[config.mk]
export PLATFORM = sky130hd
export DESIGN_NAME = osd_cmd_port
export DESIGN_NICKNAME = d
export VERILOG_FILES = /design/src/hw/osd_pkg.sv /design/src/hw/osd_vram_clear.sv /design/src/hw/osd_cmd_port.sv
export SDC_FILE = /design/constraint.sdc
export NUM_CORES = 1
export LEC_CHECK = 0
export BUFFER_PORTS_ARGS = -buffer_cell sky130_fd_sc_hd__buf_2
export CORE_MARGIN = 2
export CORE_UTILIZATION = 54
export DETAILED_ROUTE_END_ITERATION = 16
export GPL_TIMING_DRIVEN = 0
export HOLD_SLACK_MARGIN = 0.12
export MAX_ROUTING_LAYER = met4
export PLACE_DENSITY = 0.84
export SLEW_MARGIN = 30
export SYNTH_ARGS = -nofsm -noshare
export SYNTH_HDL_FRONTEND = slang
export SYNTH_SLANG_ARGS = --single-unit
[constraint.sdc]
create_clock -name clk -period 5.2 [get_ports clk]
set_input_delay 1.56 -clock clk [delete_from_list [all_inputs] [get_ports clk]]
set_output_delay 1.56 -clock clk [all_outputs]
set_load 0.01 [all_outputs]
[src/hw/osd_pkg.sv]
package osd_pkg;
    localparam int REG_AW = 8;
    localparam int OSC_CW = 8;
    localparam logic [REG_AW-1:0] REG_CTRL = 8'h00;
    localparam logic [REG_AW-1:0] REG_STATUS = 8'h04;
    localparam logic [REG_AW-1:0] REG_LAST = 8'h08;
    localparam int CTRL_CLR = 0;
    localparam int CTRL_EXT = 1;
    localparam int CTRL_DIV2 = 2;
    localparam int CTRL_ORD_OVR = 3;
    localparam int CTRL_ORD_MSB = 4;
    localparam int ST_BUSY = 0;
    localparam int ST_MSB = 1;
    localparam int ST_FRAME = 2;
    localparam int ST_EXT = 3;
    localparam int ST_DIV2 = 4;
    localparam logic [1:0] RESP_OKAY = 2'h0;
    localparam logic [1:0] RESP_SLVERR = 2'h2;
    localparam logic [3:0] OP_CLEAR = 4'h1;
    localparam logic [3:0] OP_INIT = 4'h2;
    localparam logic [3:0] OP_ORDER = 4'h3;
    localparam int INIT_EXT = 0;
    localparam int INIT_DIV2 = 1;
    localparam int ORD_MSB = 0;
    localparam int ORD_OVR = 1;
    localparam logic [2:0] BIT_LAST = 3'h7;
    localparam logic [OSC_CW-1:0] OSC_HALF_LAST = 8'h03;
    localparam int VRAM_DEPTH = 336;

    typedef struct packed {
        logic awvalid;
        logic [31:0] awaddr;
        logic wvalid;
        logic [31:0] wdata;
        logic [3:0] wstrb;
        logic bready;
        logic arvalid;
        logic [31:0] araddr;
        logic rready;
    } osd_axi_req_t;

    typedef struct packed {
        logic awready;
        logic wready;
        logic bvalid;
        logic [1:0] bresp;
        logic arready;
        logic rvalid;
        logic [31:0] rdata;
        logic [1:0] rresp;
    } osd_axi_rsp_t;

    typedef struct packed {
        logic cs_n;
        logic sck;
        logic data;
    } osd_ser_t;
endpackage : osd_pkg

[src/hw/osd_vram_clear.sv]
`timescale 1ns/1ps
module osd_vram_clear #(
    parameter int DEPTH = osd_pkg::VRAM_DEPTH,
    parameter int AW = $clog2(DEPTH)
) (
    input wire logic clk,
    input wire logic rst_n,
    input wire logic hold,
    input wire logic start,
    output logic busy,
    output logic we,
    output logic [AW-1:0] addr
);
    import osd_pkg::*;

    typedef enum logic {OSD_CLR_IDLE, OSD_CLR_RUN} osd_clr_st_t;
    typedef struct packed {
        osd_clr_st_t st;
        logic pend;
        logic [AW-1:0] addr;
    } osd_clr_t;

    localparam logic [AW-1:0] ADDR_LAST = AW'(DEPTH - 1);
    localparam osd_clr_t CLR_RST = '{st: OSD_CLR_IDLE, pend: 1'b1, addr: '0};

    osd_clr_t s_reg;
    osd_clr_t s_next;

    always_comb begin
        s_next = s_reg;
        if (start) begin
            s_next.pend = 1'b1;
        end
        unique case (s_reg.st)
            OSD_CLR_IDLE: begin
                if (s_reg.pend || start) begin
                    s_next.st = OSD_CLR_RUN;
                    s_next.pend = 1'b0;
                    s_next.addr = '0;
                end
            end
            OSD_CLR_RUN: begin
                if (s_reg.addr == ADDR_LAST) begin
                    s_next.st = OSD_CLR_IDLE;
                end else begin
                    s_next.addr = s_reg.addr + 1'b1;
                end
            end
        endcase
        // Power-on clear.
        if (hold) begin
            s_next = CLR_RST;
        end
    end

    always_ff @(posedge clk or negedge rst_n) begin
        if (!rst_n) begin
            s_reg <= CLR_RST;
        end else begin
            s_reg <= s_next;
        end
    end

    assign busy = (s_reg.st == OSD_CLR_RUN);
    assign we = (s_reg.st == OSD_CLR_RUN);
    assign addr = s_reg.addr;
endmodule : osd_vram_clear

[src/hw/osd_cmd_port.sv]
// How it works
// Serial bits are taken only while chip select is low, and the host keeps it low per transfer.
// The data line is sampled at each rising edge of the serial shift clock.
// Bits assemble LSB first when bit_order_select is low and MSB first when high.
// An unconnected bit_order_select reads low, so reception defaults to LSB first.
// Commands arrive as 8-bit units, any number of them per chip select frame; bytes 1, 257, 513 and so on of a frame are decoded as commands here.
// An order command can override the pin and force LSB-first or MSB-first reception.
// While power_on_clear_in is high every internal state is held at its initial value.
// The dot clock comes from the internal oscillator until an init command selects external.
// In external mode the system supplies an Hsync-locked clock and leaves the drive pin open.
// The external dot clock may be divided by two before use.
// The whole video RAM is cleared by the clear command and after power-on clear.
// Chip select going high clears the bit counter and drops any partial byte.
`timescale 1ns/1ps
module osd_cmd_port #(
    parameter int VRAM_DEPTH = osd_pkg::VRAM_DEPTH,
    parameter int VRAM_AW = $clog2(VRAM_DEPTH)
) (
    input wire logic clk,
    input wire logic rst_n,
    input wire osd_pkg::osd_axi_req_t axi_req,
    output osd_pkg::osd_axi_rsp_t axi_rsp,
    input wire osd_pkg::osd_ser_t ser,
    input wire logic bit_order_select,
    input wire logic power_on_clear_in,
    input wire logic dot_clock_in,
    output logic oscillator_drive_out,
    output logic dot_clk_en,
    output logic cmd_valid,
    output logic [7:0] cmd_byte,
    output logic cmd_first,
    output logic vram_clr_busy,
    output logic vram_clr_we,
    output logic [VRAM_AW-1:0] vram_clr_addr
);
    import osd_pkg::*;

    typedef struct packed {
        logic sck_q;
        logic [2:0] bitcnt;
        logic [7:0] shreg;
        logic [7:0] bytecnt;
        logic byte_valid;
        logic [7:0] byte_data;
        logic byte_first;
        logic [7:0] last_byte;
        logic ext_sel;
        logic div2;
        logic ord_ovr;
        logic ord_msb;
        logic clr_go;
        logic [OSC_CW-1:0] osc_cnt;
        logic osc_out;
        logic dck_q;
        logic div_ph;
        logic dot_en;
        logic aw_have;
        logic w_have;
        logic [REG_AW-1:0] awaddr;
        logic [31:0] wdata;
        logic wstrb0;
        osd_axi_rsp_t rsp;
    } osd_st_t;

    localparam osd_st_t S_RST = '0;

    osd_st_t s_reg;
    osd_st_t s_next;
    logic msb_eff;
    logic sck_rise;
    logic dck_rise;
    logic [7:0] sh_new;

    // Pin decides unless overridden.
    assign msb_eff = s_reg.ord_ovr ? s_reg.ord_msb : bit_order_select;
    assign sck_rise = ser.sck && !s_reg.sck_q;
    assign dck_rise = dot_clock_in && !s_reg.dck_q;

    // Shift direction.
    assign sh_new = msb_eff ? {s_reg.shreg[6:0], ser.data} : {ser.data, s_reg.shreg[7:1]};

    always_comb begin
        s_next = s_reg;
        s_next.sck_q = ser.sck;
        s_next.dck_q = dot_clock_in;
        s_next.byte_valid = 1'b0;
        s_next.clr_go = 1'b0;
        s_next.dot_en = 1'b0;
        // Frame end reset.
        if (ser.cs_n) begin
            s_next.bitcnt = '0;
            s_next.bytecnt = '0;
        // Sample on rise.
        end else if (sck_rise) begin
            s_next.shreg = sh_new;
            s_next.bitcnt = s_reg.bitcnt + 1'b1;
            // Byte complete.
            if (s_reg.bitcnt == BIT_LAST) begin
                s_next.byte_valid = 1'b1;
                s_next.byte_data = sh_new;
                s_next.byte_first = (s_reg.bytecnt == '0);
                s_next.last_byte = sh_new;
                s_next.bytecnt = s_reg.bytecnt + 1'b1;
                if (s_reg.bytecnt == '0) begin
                    unique case (sh_new[7:4])
                        // Clear command.
                        OP_CLEAR: begin
                            s_next.clr_go = 1'b1;
                        end
                        // Clock source select.
                        OP_INIT: begin
                            s_next.ext_sel = sh_new[INIT_EXT];
                            s_next.div2 = sh_new[INIT_DIV2];
                        end
                        // Order override.
                        OP_ORDER: begin
                            s_next.ord_ovr = sh_new[ORD_OVR];
                            s_next.ord_msb = sh_new[ORD_MSB];
                        end
                        default: begin
                        end
                    endcase
                end
            end
        end
        // Internal oscillator.
        if (!s_reg.ext_sel) begin
            s_next.div_ph = 1'b0;
            if (s_reg.osc_cnt == OSC_HALF_LAST) begin
                s_next.osc_cnt = '0;
                s_next.osc_out = !s_reg.osc_out;
                s_next.dot_en = !s_reg.osc_out;
            end else begin
                s_next.osc_cnt = s_reg.osc_cnt + 1'b1;
            end
        // External clock, drive pin parked.
        end else begin
            s_next.osc_cnt = '0;
            s_next.osc_out = 1'b0;
            if (dck_rise) begin
                s_next.div_ph = s_reg.div2 ? !s_reg.div_ph : 1'b0;
                s_next.dot_en = !s_reg.div2 || s_reg.div_ph;
            end
        end
        // Register bus, write path.
        if (s_reg.rsp.bvalid && axi_req.bready) begin
            s_next.rsp.bvalid = 1'b0;
        end
        if (s_reg.rsp.awready && axi_req.awvalid) begin
            s_next.aw_have = 1'b1;
            s_next.awaddr = axi_req.awaddr[REG_AW-1:0];
        end
        if (s_reg.rsp.wready && axi_req.wvalid) begin
            s_next.w_have = 1'b1;
            s_next.wdata = axi_req.wdata;
            s_next.wstrb0 = axi_req.wstrb[0];
        end
        if (s_reg.aw_have && s_reg.w_have && !s_reg.rsp.bvalid) begin
            s_next.aw_have = 1'b0;
            s_next.w_have = 1'b0;
            s_next.rsp.bvalid = 1'b1;
            s_next.rsp.bresp = RESP_OKAY;
            if (s_reg.awaddr == REG_CTRL) begin
                if (s_reg.wstrb0) begin
                    s_next.clr_go = s_next.clr_go || s_reg.wdata[CTRL_CLR];
                    s_next.ext_sel = s_reg.wdata[CTRL_EXT];
                    s_next.div2 = s_reg.wdata[CTRL_DIV2];
                    s_next.ord_ovr = s_reg.wdata[CTRL_ORD_OVR];
                    s_next.ord_msb = s_reg.wdata[CTRL_ORD_MSB];
                end
            end else if (s_reg.awaddr != REG_STATUS && s_reg.awaddr != REG_LAST) begin
                s_next.rsp.bresp = RESP_SLVERR;
            end
        end
        s_next.rsp.awready = !s_next.aw_have && !s_next.rsp.bvalid;
        s_next.rsp.wready = !s_next.w_have && !s_next.rsp.bvalid;
        // Register bus, read path.
        if (s_reg.rsp.rvalid && axi_req.rready) begin
            s_next.rsp.rvalid = 1'b0;
        end
        if (s_reg.rsp.arready && axi_req.arvalid) begin
            s_next.rsp.rvalid = 1'b1;
            s_next.rsp.rresp = RESP_OKAY;
            s_next.rsp.rdata = '0;
            unique case (axi_req.araddr[REG_AW-1:0])
                REG_CTRL: begin
                    s_next.rsp.rdata[CTRL_EXT] = s_reg.ext_sel;
                    s_next.rsp.rdata[CTRL_DIV2] = s_reg.div2;
                    s_next.rsp.rdata[CTRL_ORD_OVR] = s_reg.ord_ovr;
                    s_next.rsp.rdata[CTRL_ORD_MSB] = s_reg.ord_msb;
                end
                REG_STATUS: begin
                    s_next.rsp.rdata[ST_BUSY] = vram_clr_busy;
                    s_next.rsp.rdata[ST_MSB] = msb_eff;
                    s_next.rsp.rdata[ST_FRAME] = !ser.cs_n;
                    s_next.rsp.rdata[ST_EXT] = s_reg.ext_sel;
                    s_next.rsp.rdata[ST_DIV2] = s_reg.div2;
                end
                REG_LAST: begin
                    s_next.rsp.rdata[15:0] = {s_reg.bytecnt, s_reg.last_byte};
                end
                default: begin
                    s_next.rsp.rresp = RESP_SLVERR;
                end
            endcase
        end
        s_next.rsp.arready = !s_next.rsp.rvalid;
        // Power-on clear hold.
        if (power_on_clear_in) begin
            s_next = S_RST;
        end
    end

    always_ff @(posedge clk or negedge rst_n) begin
        if (!rst_n) begin
            s_reg <= S_RST;
        end else begin
            s_reg <= s_next;
        end
    end

    osd_vram_clear #(
        .DEPTH(VRAM_DEPTH),
        .AW(VRAM_AW)
    ) u_clear (
        .clk(clk),
        .rst_n(rst_n),
        .hold(power_on_clear_in),
        .start(s_reg.clr_go),
        .busy(vram_clr_busy),
        .we(vram_clr_we),
        .addr(vram_clr_addr)
    );

    assign axi_rsp = s_reg.rsp;
    assign oscillator_drive_out = s_reg.osc_out;
    assign dot_clk_en = s_reg.dot_en;
    assign cmd_valid = s_reg.byte_valid;
    assign cmd_byte = s_reg.byte_data;
    assign cmd_first = s_reg.byte_first;
endmodule : osd_cmd_port

# [After elaboration in Yosys (flattened, before gate mapping)]
# Cells that the tools add are included.
# W data, S select, Z words.
[totals] regBits=123 inputBits=113 out_inout_bits=64
[op_classes] addsub=4 eq_ne=14 n_mux=46 bitwise_logic=1 reduce_logical=43
[op_table] operator="$mux W139" count=1
[op_table] operator="$mux W42" count=1
[op_table] operator="$mux W8" count=5
[op_table] operator="$mux W35" count=1
[op_table] operator="$mux W11" count=3
[op_table] operator="$mux W33" count=1
[op_table] operator="$mux W31" count=1
[op_table] operator="$logic_not A8 Y1" count=3
[op_table] operator="$mux W23" count=1
[op_table] operator="$mux W5" count=4
[op_table] operator="$mux W9" count=2
[op_table] operator="$pmux W9 S2" count=1
[op_table] operator="$add A8 B1 Y8 const B" count=2
[op_table] operator="$mux W2" count=8
[op_table] operator="$logic_and A1 B1 Y1" count=12
[op_table] operator="$mux W1" count=12
[op_table] operator="$pmux W4 S3" count=1
[op_table] operator="$reduce_bool A2 Y1" count=6
[op_table] operator="$logic_not A1 Y1" count=11
[op_table] operator="$add A9 B1 Y9 const B" count=1
[op_table] operator="$eq A9 B9 Y1 const B" count=1
[op_table] operator="$reduce_bool A3 Y1" count=3
[op_table] operator="$eq A4 B2 Y1 const B" count=2
[op_table] operator="$eq A8 B2 Y1 const B" count=1
[op_table] operator="other kinds (17)" count=24

# [Depth between registers and ports, before layout]
# Gate-level depths: netlist of the first run.
[depth] depth_word=13 depth_mapped=8 mapped_depth_nobuf=7

# [Modules after synthesis]
# A second synthesis of the first run with hierarchy kept.
[hier_totals] cells_unflattened=486 area_unflattened_um2=4937.2
[by_module_without_submodules] module="osd_cmd_port" n_inst=1 cells_each=423 area_per_inst_um2=4251.6
[by_module_without_submodules] module="osd_vram_clear" n_inst=1 cells_each=63 area_per_inst_um2=685.7

# [Worst setup path before layout of the first run]
# Ideal clock, no wire load.
[synth_timing] path_type="input to register" start="input bit_order_select" end="register s_reg[100] in the netlist's numbering" t_arrival_ns=2.624 setup_slack_ns=2.446 stages=5 path_buffers=1 path_cell_list="mux2i_2 -> buf_4 -> mux2_2 -> mux2i_1 -> o22ai_1"
[synth_lines] item="start, declared" line="osd_cmd_port.sv:24" rtl="input wire logic bit_order_select,"
[synth_lines] item="end signal, assigned" line="osd_cmd_port.sv:218" rtl="s_reg <= s_next;"
[synth_lines] item="end, declared" line="osd_cmd_port.sv:67" rtl="osd_st_t s_reg;"

# [Worst setup path after layout of the first run]
[layout_timing] start="input power_on_clear_in" end="register s_reg[123] in the netlist's numbering"
[layout_via] elab_chain_cells=2 elab_cells_between_ends=4
[layout_lines] item="start, declared" line="osd_cmd_port.sv:25" rtl="input wire logic power_on_clear_in,"
[layout_lines] item="$reduce_bool A3 Y1 (no line)"
[layout_lines] item="$reduce_and A2 Y1 (no line)"
# Several ways; a longest one is shown, not always the timed one.
# A chain may end at the register's enable or synchronous reset.

==> flow_summary.ini, run 1 <==
[timing]
hold_viol = 0
final_max_slew_viol_count = 0
fin_crit_sh = 0.536
relSlewSlack = 0.575
finalSetupViolCount = 0
rsz0062_at_grt = false
worst_pin_slew_ns = 0.637
max_clock_freq_mhz = 358
period_needed_ns = 2.79
fin_ws_ns = 2.41
fin_skew_ns = 0.0163
tns_ns = 0

[setup_path]
crit_path_end_kind = flip-flop
r2r_start = s_reg[135]
r2r_cells = 8
critPathLaunchType = input port
worstPathRequired_ns = 5.43
crit_start = power_on_clear_in
worstPathArrival_ns = 3.02
worst-setup-path-type = in -> reg
r2r_slack_ns = 3.05
critical_path.max_fanout = 10

[die]
core_um2 = 8720
initial_core_util = 0.557
core.rowCount = 34
dieArea_um2 = 9760
ios = 177
die_h_um = 98.8
die_x_um = 98.8

[clock_network]
clock_path_buffers = 2
cts_hold_buffers = 0
cts_tree = yes
clock-sinks = 97
cts_resized = 0
h-tree-depth = 3
path_clk_slew_ns = 0.09
cts_setup_buffers = 0
cts_root_buf = clkbuf_8
clock_latency_ns = 0.37
cts_buffers = 9

[power_and_ir_drop]
power.internal_uw = 1130
combPwrFrac = 0.094
power.leakage_uw = 0.00283
switching_power_uw = 362
seqPwrFrac = 0.527
vdd_drop_max_uv = 132
power.density_nw_per_um2 = 261
netSwitchingFraction = 0.243
clkPwrFrac = 0.379

[synthesis]
synth_edf_count = 0
async_reset_ff_frac = 1.00
synth_area_leaders = dfrtp_1 (49%), buf_4 (9.3%), nand2_1 (4.4%)
netlist_top_cells_count = dfrtp_1 (96), buf_4 (60), nand2_1 (57)
ys_types = 48
ys_ff_latch = 97
synth.most_common_cell = dfrtp_1
avgSynthCellArea_um2 = 9.86
synth_warnings = 0
synth_top_area_cell = dfrtp_1
syn-cell-area_um2 = 4850
synth_cells = 492
synth_top_area_frac = 0.495
ys_seq_area_frac = 0.500
synth_flop_cell = dfrtp_1

[layout]
multi_input_area_um2 = 1940
syn2layout_area_growth_pct = 17.6
drive_above_1_share = 0.277
nFillCells = 678
utilization = 0.655
seqCellArea_um2 = 2430
diodes = 0
largest_reg_flops = 51
final_nets = 717

[hold_path]
holdPathStages = 1
holdCritStartpoint = s_reg[88]
hold_path.class = reg -> reg

[global_routing]
antenna_found_initial = 0
grt_use_total = 0.230
grt_overflow_total = 0
grt_pass1_wl_mm = 17.6
grt_pass1_vias = 3798
grt_max_degree = 51

[routing]
wl_mm = 10.3
via_per_inst = 5.35
vias = 3802
drt-pass1-iter-count = 5
wl_per_cell_um = 14.5
drtAntennaViolNets = 0
drt_iter0_drc = 208
remaining_drc_errors = 0

[place]
io_buffer_count = 77
gp_congestion = 0.876
hpwl_mm = 7.67
dpl_worst_slack_ns = 2.03

[flow_run]
cap_violations = 0

[status]
outcome = finished, final reports clean
[stage by stage]
step / hold WS, ns / power, uW / cell area (um^2) / instances
6_report: 0.492 / 1490 / 5710 / 711
5_1_grt: 0.519 / 1550 / 5710 / 711
4_1_cts: 0.490 / 1490 / 5710 / 711
3_5_place_dp: 0.477 / 940 / 5470 / 695
3_3_place_gp: 0.462 / 932 / 5440 / 694
2_1_floorplan: 0.437 / 882 / 4920 / 509
[power groups by stage]
stage | logic, uW | clock network [uW] | registers (uW)
final | 141 | 565 | 785
after CTS | 141 | 569 | 784
after global placement | 134 | 0 | 798
after global routing | 158 | 603 | 787
after floorplan | 85.4 | 0 | 796
after detailed placement | 141 | 0 | 799
[cell families (layout without fill, tap and decap cells)]
family | count (synthesis) | after routing | share of synthesized area
multiplexers | 25 | 25 | 0.0531
XOR/XNOR | 16 | 16 | 0.0289
buffers and inverters | 85 | 179 | 0.113
other | 1 | 18 | 0.000773
adder cells (fa/ha/maj) | 6 | 6 | 0.0155
AO/OA/AOI/OAI | 88 | 88 | 0.119
AND/OR/NAND/NOR | 174 | 174 | 0.169
flip-flops | 97 | 97 | 0.500
[layout by cell type (no fill, tap or decap), types with 5 or more instances in the layout]
cell type	instances
o21ai_1	5
nand3_1	19
buf_4	60
a21oi_1	24
ha_1	6
nor2_1	45
nor2b_1	9
xor2_1	11
mux2i_1	21
clkbuf_8	11
dfrtp_1	96
nand2_1	57
a211oi_1	9
a22o_1	17
conb_1	18
inv_1	7
buf_2	79
nor3_1	14
o21ai_0	16
xnor2_1	5
clkbuf_1	10
[worst max-delay path, cell delays in order]
cell and delay, ns:
clkbuf_1 0.45, inv_1 0.12, clkbuf_1 0.26, nand2_1 0.15, clkbuf_1 0.37, nor2_1 0.10
[area by class of cell]
cell class	instances	share of cell area
Buffer	78	0.0916
Sequential cell	97	0.425
Multi-Input combinational cell	327	0.340
Clock inverter	5	0.0149
Inverter	7	0.00460
Timing Repair Buffer	78	0.0734
Tap cell	108	0.0237
Clock buffer	11	0.0265
[layer usage]
metal / global-route usage / routed length, um / up-vias
met5: - / 0 / -
met3: 0.0312 / 545 / 19
met1: 0.307 / 4660 / 1812
met4: 0.0854 / 197 / 0
met2: 0.363 / 4940 / 133
li1: - / - / 1838
[worst paths after layout]
path / endpoint
min reg2reg: s_reg[88]
max reg2reg: s_reg[97]
min in group asynchronous: cmd_valid
max in group asynchronous: u_clear.s_reg[9]
min: s_reg[88]
max: s_reg[123]
No activity file was read; power rests on OpenSTA's default activity.
==> run 2: changes to the inputs <==
--- a/config.mk
+++ b/config.mk
@@ -5,14 +5,15 @@
 export SDC_FILE = /design/constraint.sdc
 export NUM_CORES = 1
 export LEC_CHECK = 0
+export ABC_AREA = 1
 export BUFFER_PORTS_ARGS = -buffer_cell sky130_fd_sc_hd__buf_2
 export CORE_MARGIN = 2
-export CORE_UTILIZATION = 54
+export CORE_UTILIZATION = 45
 export DETAILED_ROUTE_END_ITERATION = 16
 export GPL_TIMING_DRIVEN = 0
 export HOLD_SLACK_MARGIN = 0.12
 export MAX_ROUTING_LAYER = met4
-export PLACE_DENSITY = 0.84
+export PLACE_DENSITY = 0.74
 export SLEW_MARGIN = 30
 export SYNTH_ARGS = -nofsm -noshare
 export SYNTH_HDL_FRONTEND = slang
==> constraint.sdc (replaced) <==
create_clock -name clk -period 2.33 [get_ports clk]
set_input_delay 0.699 -clock clk [delete_from_list [all_inputs] [get_ports clk]]
set_output_delay 0.699 -clock clk [all_outputs]
set_load 0.01 [all_outputs]
==> run 2 against run 1 <==
  * Total power grew 120%
  * Critical path depth down 4
  * Cell count is 19% higher
  * Clock skew decreased by 0.0092 ns
  * Worst hold slack got worse by 0.27 ns
  * Sequential share of layout area decreased by 1.3 points
  * Wire length up 5.8%
  * Synthesized area is 3.4% higher
  * Die area is 23% higher
  * Setup slack got worse by 1.9 ns
==> flow_summary.ini, run 2 <==
[die]
ios = 177
initial_core_util = 0.463
die_x_um = 110
dieArea_um2 = 12000
core.rowCount = 38
core_um2 = 10800
die_h_um = 110

[clock_network]
cts_setup_buffers = 0
cts_buffers = 9
cts_tree = yes
clock_latency_ns = 0.38
cts_resized = 0
clock_path_buffers = 2
cts_root_buf = clkbuf_8
cts_hold_buffers = 0
clock-sinks = 97
h-tree-depth = 3
path_clk_slew_ns = 0.10

[global_routing]
grt_pass1_vias = 3773
grt-busiest-layer = met2
met2_usage = 0.299
grt_pass1_wl_mm = 17.8
antenna_found_initial = 0
grt_max_degree = 60
met1_usage = 0.271
grt_use_total = 0.197
grt_use_met3 = 0.0308
grt_overflow_total = 0

[routing]
remaining_drc_errors = 0
wl_per_cell_um = 13.0
vias = 4154
drt-pass1-iter-count = 5
drtAntennaViolNets = 0
via_per_inst = 4.92
wl_mm = 10.9
drt_iter0_drc = 266

[layout]
drive_above_1_share = 0.263
seqCellArea_um2 = 2430
fin_cells = 844
final_nets = 818
diodes = 0
syn2layout_area_growth_pct = 17.3
largest_reg_flops = 51
mostFrequentLayoutCells = nand2_1 (108), dfrtp_1 (96), buf_2 (81), inv_1 (65), buf_4 (60)
nFillCells = 1025
final_common_cell = nand2_1
multi_input_area_um2 = 1900

[setup_path]
worstPathRequired_ns = 1.63
r2r_slack_ns = 0.53
critical_path.max_fanout = 8
crit_path_end_kind = primary output
critPathLaunchType = flip-flop
worstPathArrival_ns = 1.14
worst-setup-path-type = reg -> out

[synthesis]
async_reset_ff_frac = 1.00
synth_top_area_cell = dfrtp_1
ys_types = 40
syn-cell-area_um2 = 5020
synth.most_common_cell = nand2_1
ys_ff_latch = 97
synth_warnings = 0
synth_edf_count = 0
netlist_top_cells_count = nand2_1 (108), dfrtp_1 (96), inv_1 (65)
synth_area_leaders = dfrtp_1 (48%), buf_4 (9.0%), nand2_1 (8.1%)
synth_cells = 591
avgSynthCellArea_um2 = 8.49
synth_flop_cell = dfrtp_1
synth_top_area_frac = 0.479
ys_seq_area_frac = 0.484

[hold_path]
hold_path.class = in -> async

[timing]
relSlewSlack = 0.568
hold_viol = 0
fin_crit_sh = 0.791
tns_ns = 0
final_max_slew_viol_count = 0
finalSetupViolCount = 0
fin_skew_ns = 0.00715
worst_pin_slew_ns = 0.644
period_needed_ns = 1.84
rsz0062_at_grt = false
max_clock_freq_mhz = 543

[status]
outcome = finished, final reports clean

[power_and_ir_drop]
finalPower_uw = 3220
power.density_nw_per_um2 = 547
power.leakage_uw = 0.00305
vdd_drop_max_uv = 254

[place]
gp_congestion = 0.910
dp_cells = 828
io_buffer_count = 79
hpwl_mm = 8.28

[flow_run]
cap_violations = 0
==> run 2: routing by layer <==
metal | wire length [um] | vias up | share of wire
met5 | 0 | - | 0
met4 | 176 | 0 | 0.016
met3 | 548 | 16 | 0.050
met2 | 5130 | 114 | 0.47
met1 | 5090 | 1955 | 0.47
li1 | - | 2069 | -
==> run 2: report_power, final <==
group	leakage (uW)	internal (uW)	switching (uW)
Clock	0.0000966	506	628
Combinational	0.00162	125	209
Sequential	0.00133	1720	27.9
Total	0.00305	2350	864
==> run 2: layout make-up <==
cell class                 count  area share
sequential                    97       0.413
inverter                      70      0.0446
clock inverter                 7      0.0130
multi-input combinational    373       0.322
tap                          140      0.0298
clock buffer                   9      0.0210
buffer                        68      0.0835
timing repair buffer          80      0.0729
==> run 2: final timing paths <==
path	cells past startpoint	to	from
hold reg to reg	2	axi_rsp[11]	axi_rsp[11]
min in group clk	2	axi_rsp[11]	axi_rsp[11]
hold / removal	1	s_reg[136]	rst_n
max in group asynchronous	2	u_clear.s_reg[9]	rst_n
setup / recovery	2	vram_clr_we	u_clear.busy
setup reg to reg	11	s_reg[99]	s_reg[119]
==> run 2: logic make-up after synthesis <==
kind of cell	count (synthesis)	synth area share
and+or+nand+nor	254	0.232
buffers and inverters	138	0.150
DFF	97	0.484
AOI/OAI and AO/OA	87	0.104
xor gates and xnor gates	8	0.0140
adders and majority gates	6	0.0150
other	1	0.000747
==> run 2: through the flow <==
stage | cell area (um^2) | utilization | hold slack [ns] | setup WS [ns]
after floorplan | 5080 | - | 0.403 | 0.645
after global routing | 5890 | 0.543 | 0.229 | 0.386
after global placement | 5650 | 0.521 | 0.468 | -0.351
final | 5890 | 0.543 | 0.221 | 0.488
after CTS | 5890 | 0.543 | 0.219 | 0.475
after detailed placement | 5690 | 0.524 | 0.467 | 0.307
==> run 2: critical path: stages, from the launching register on <==
cell and delay (ns):
dfrtp_1 0.48, buf_4 0.17, buf_2 0.12
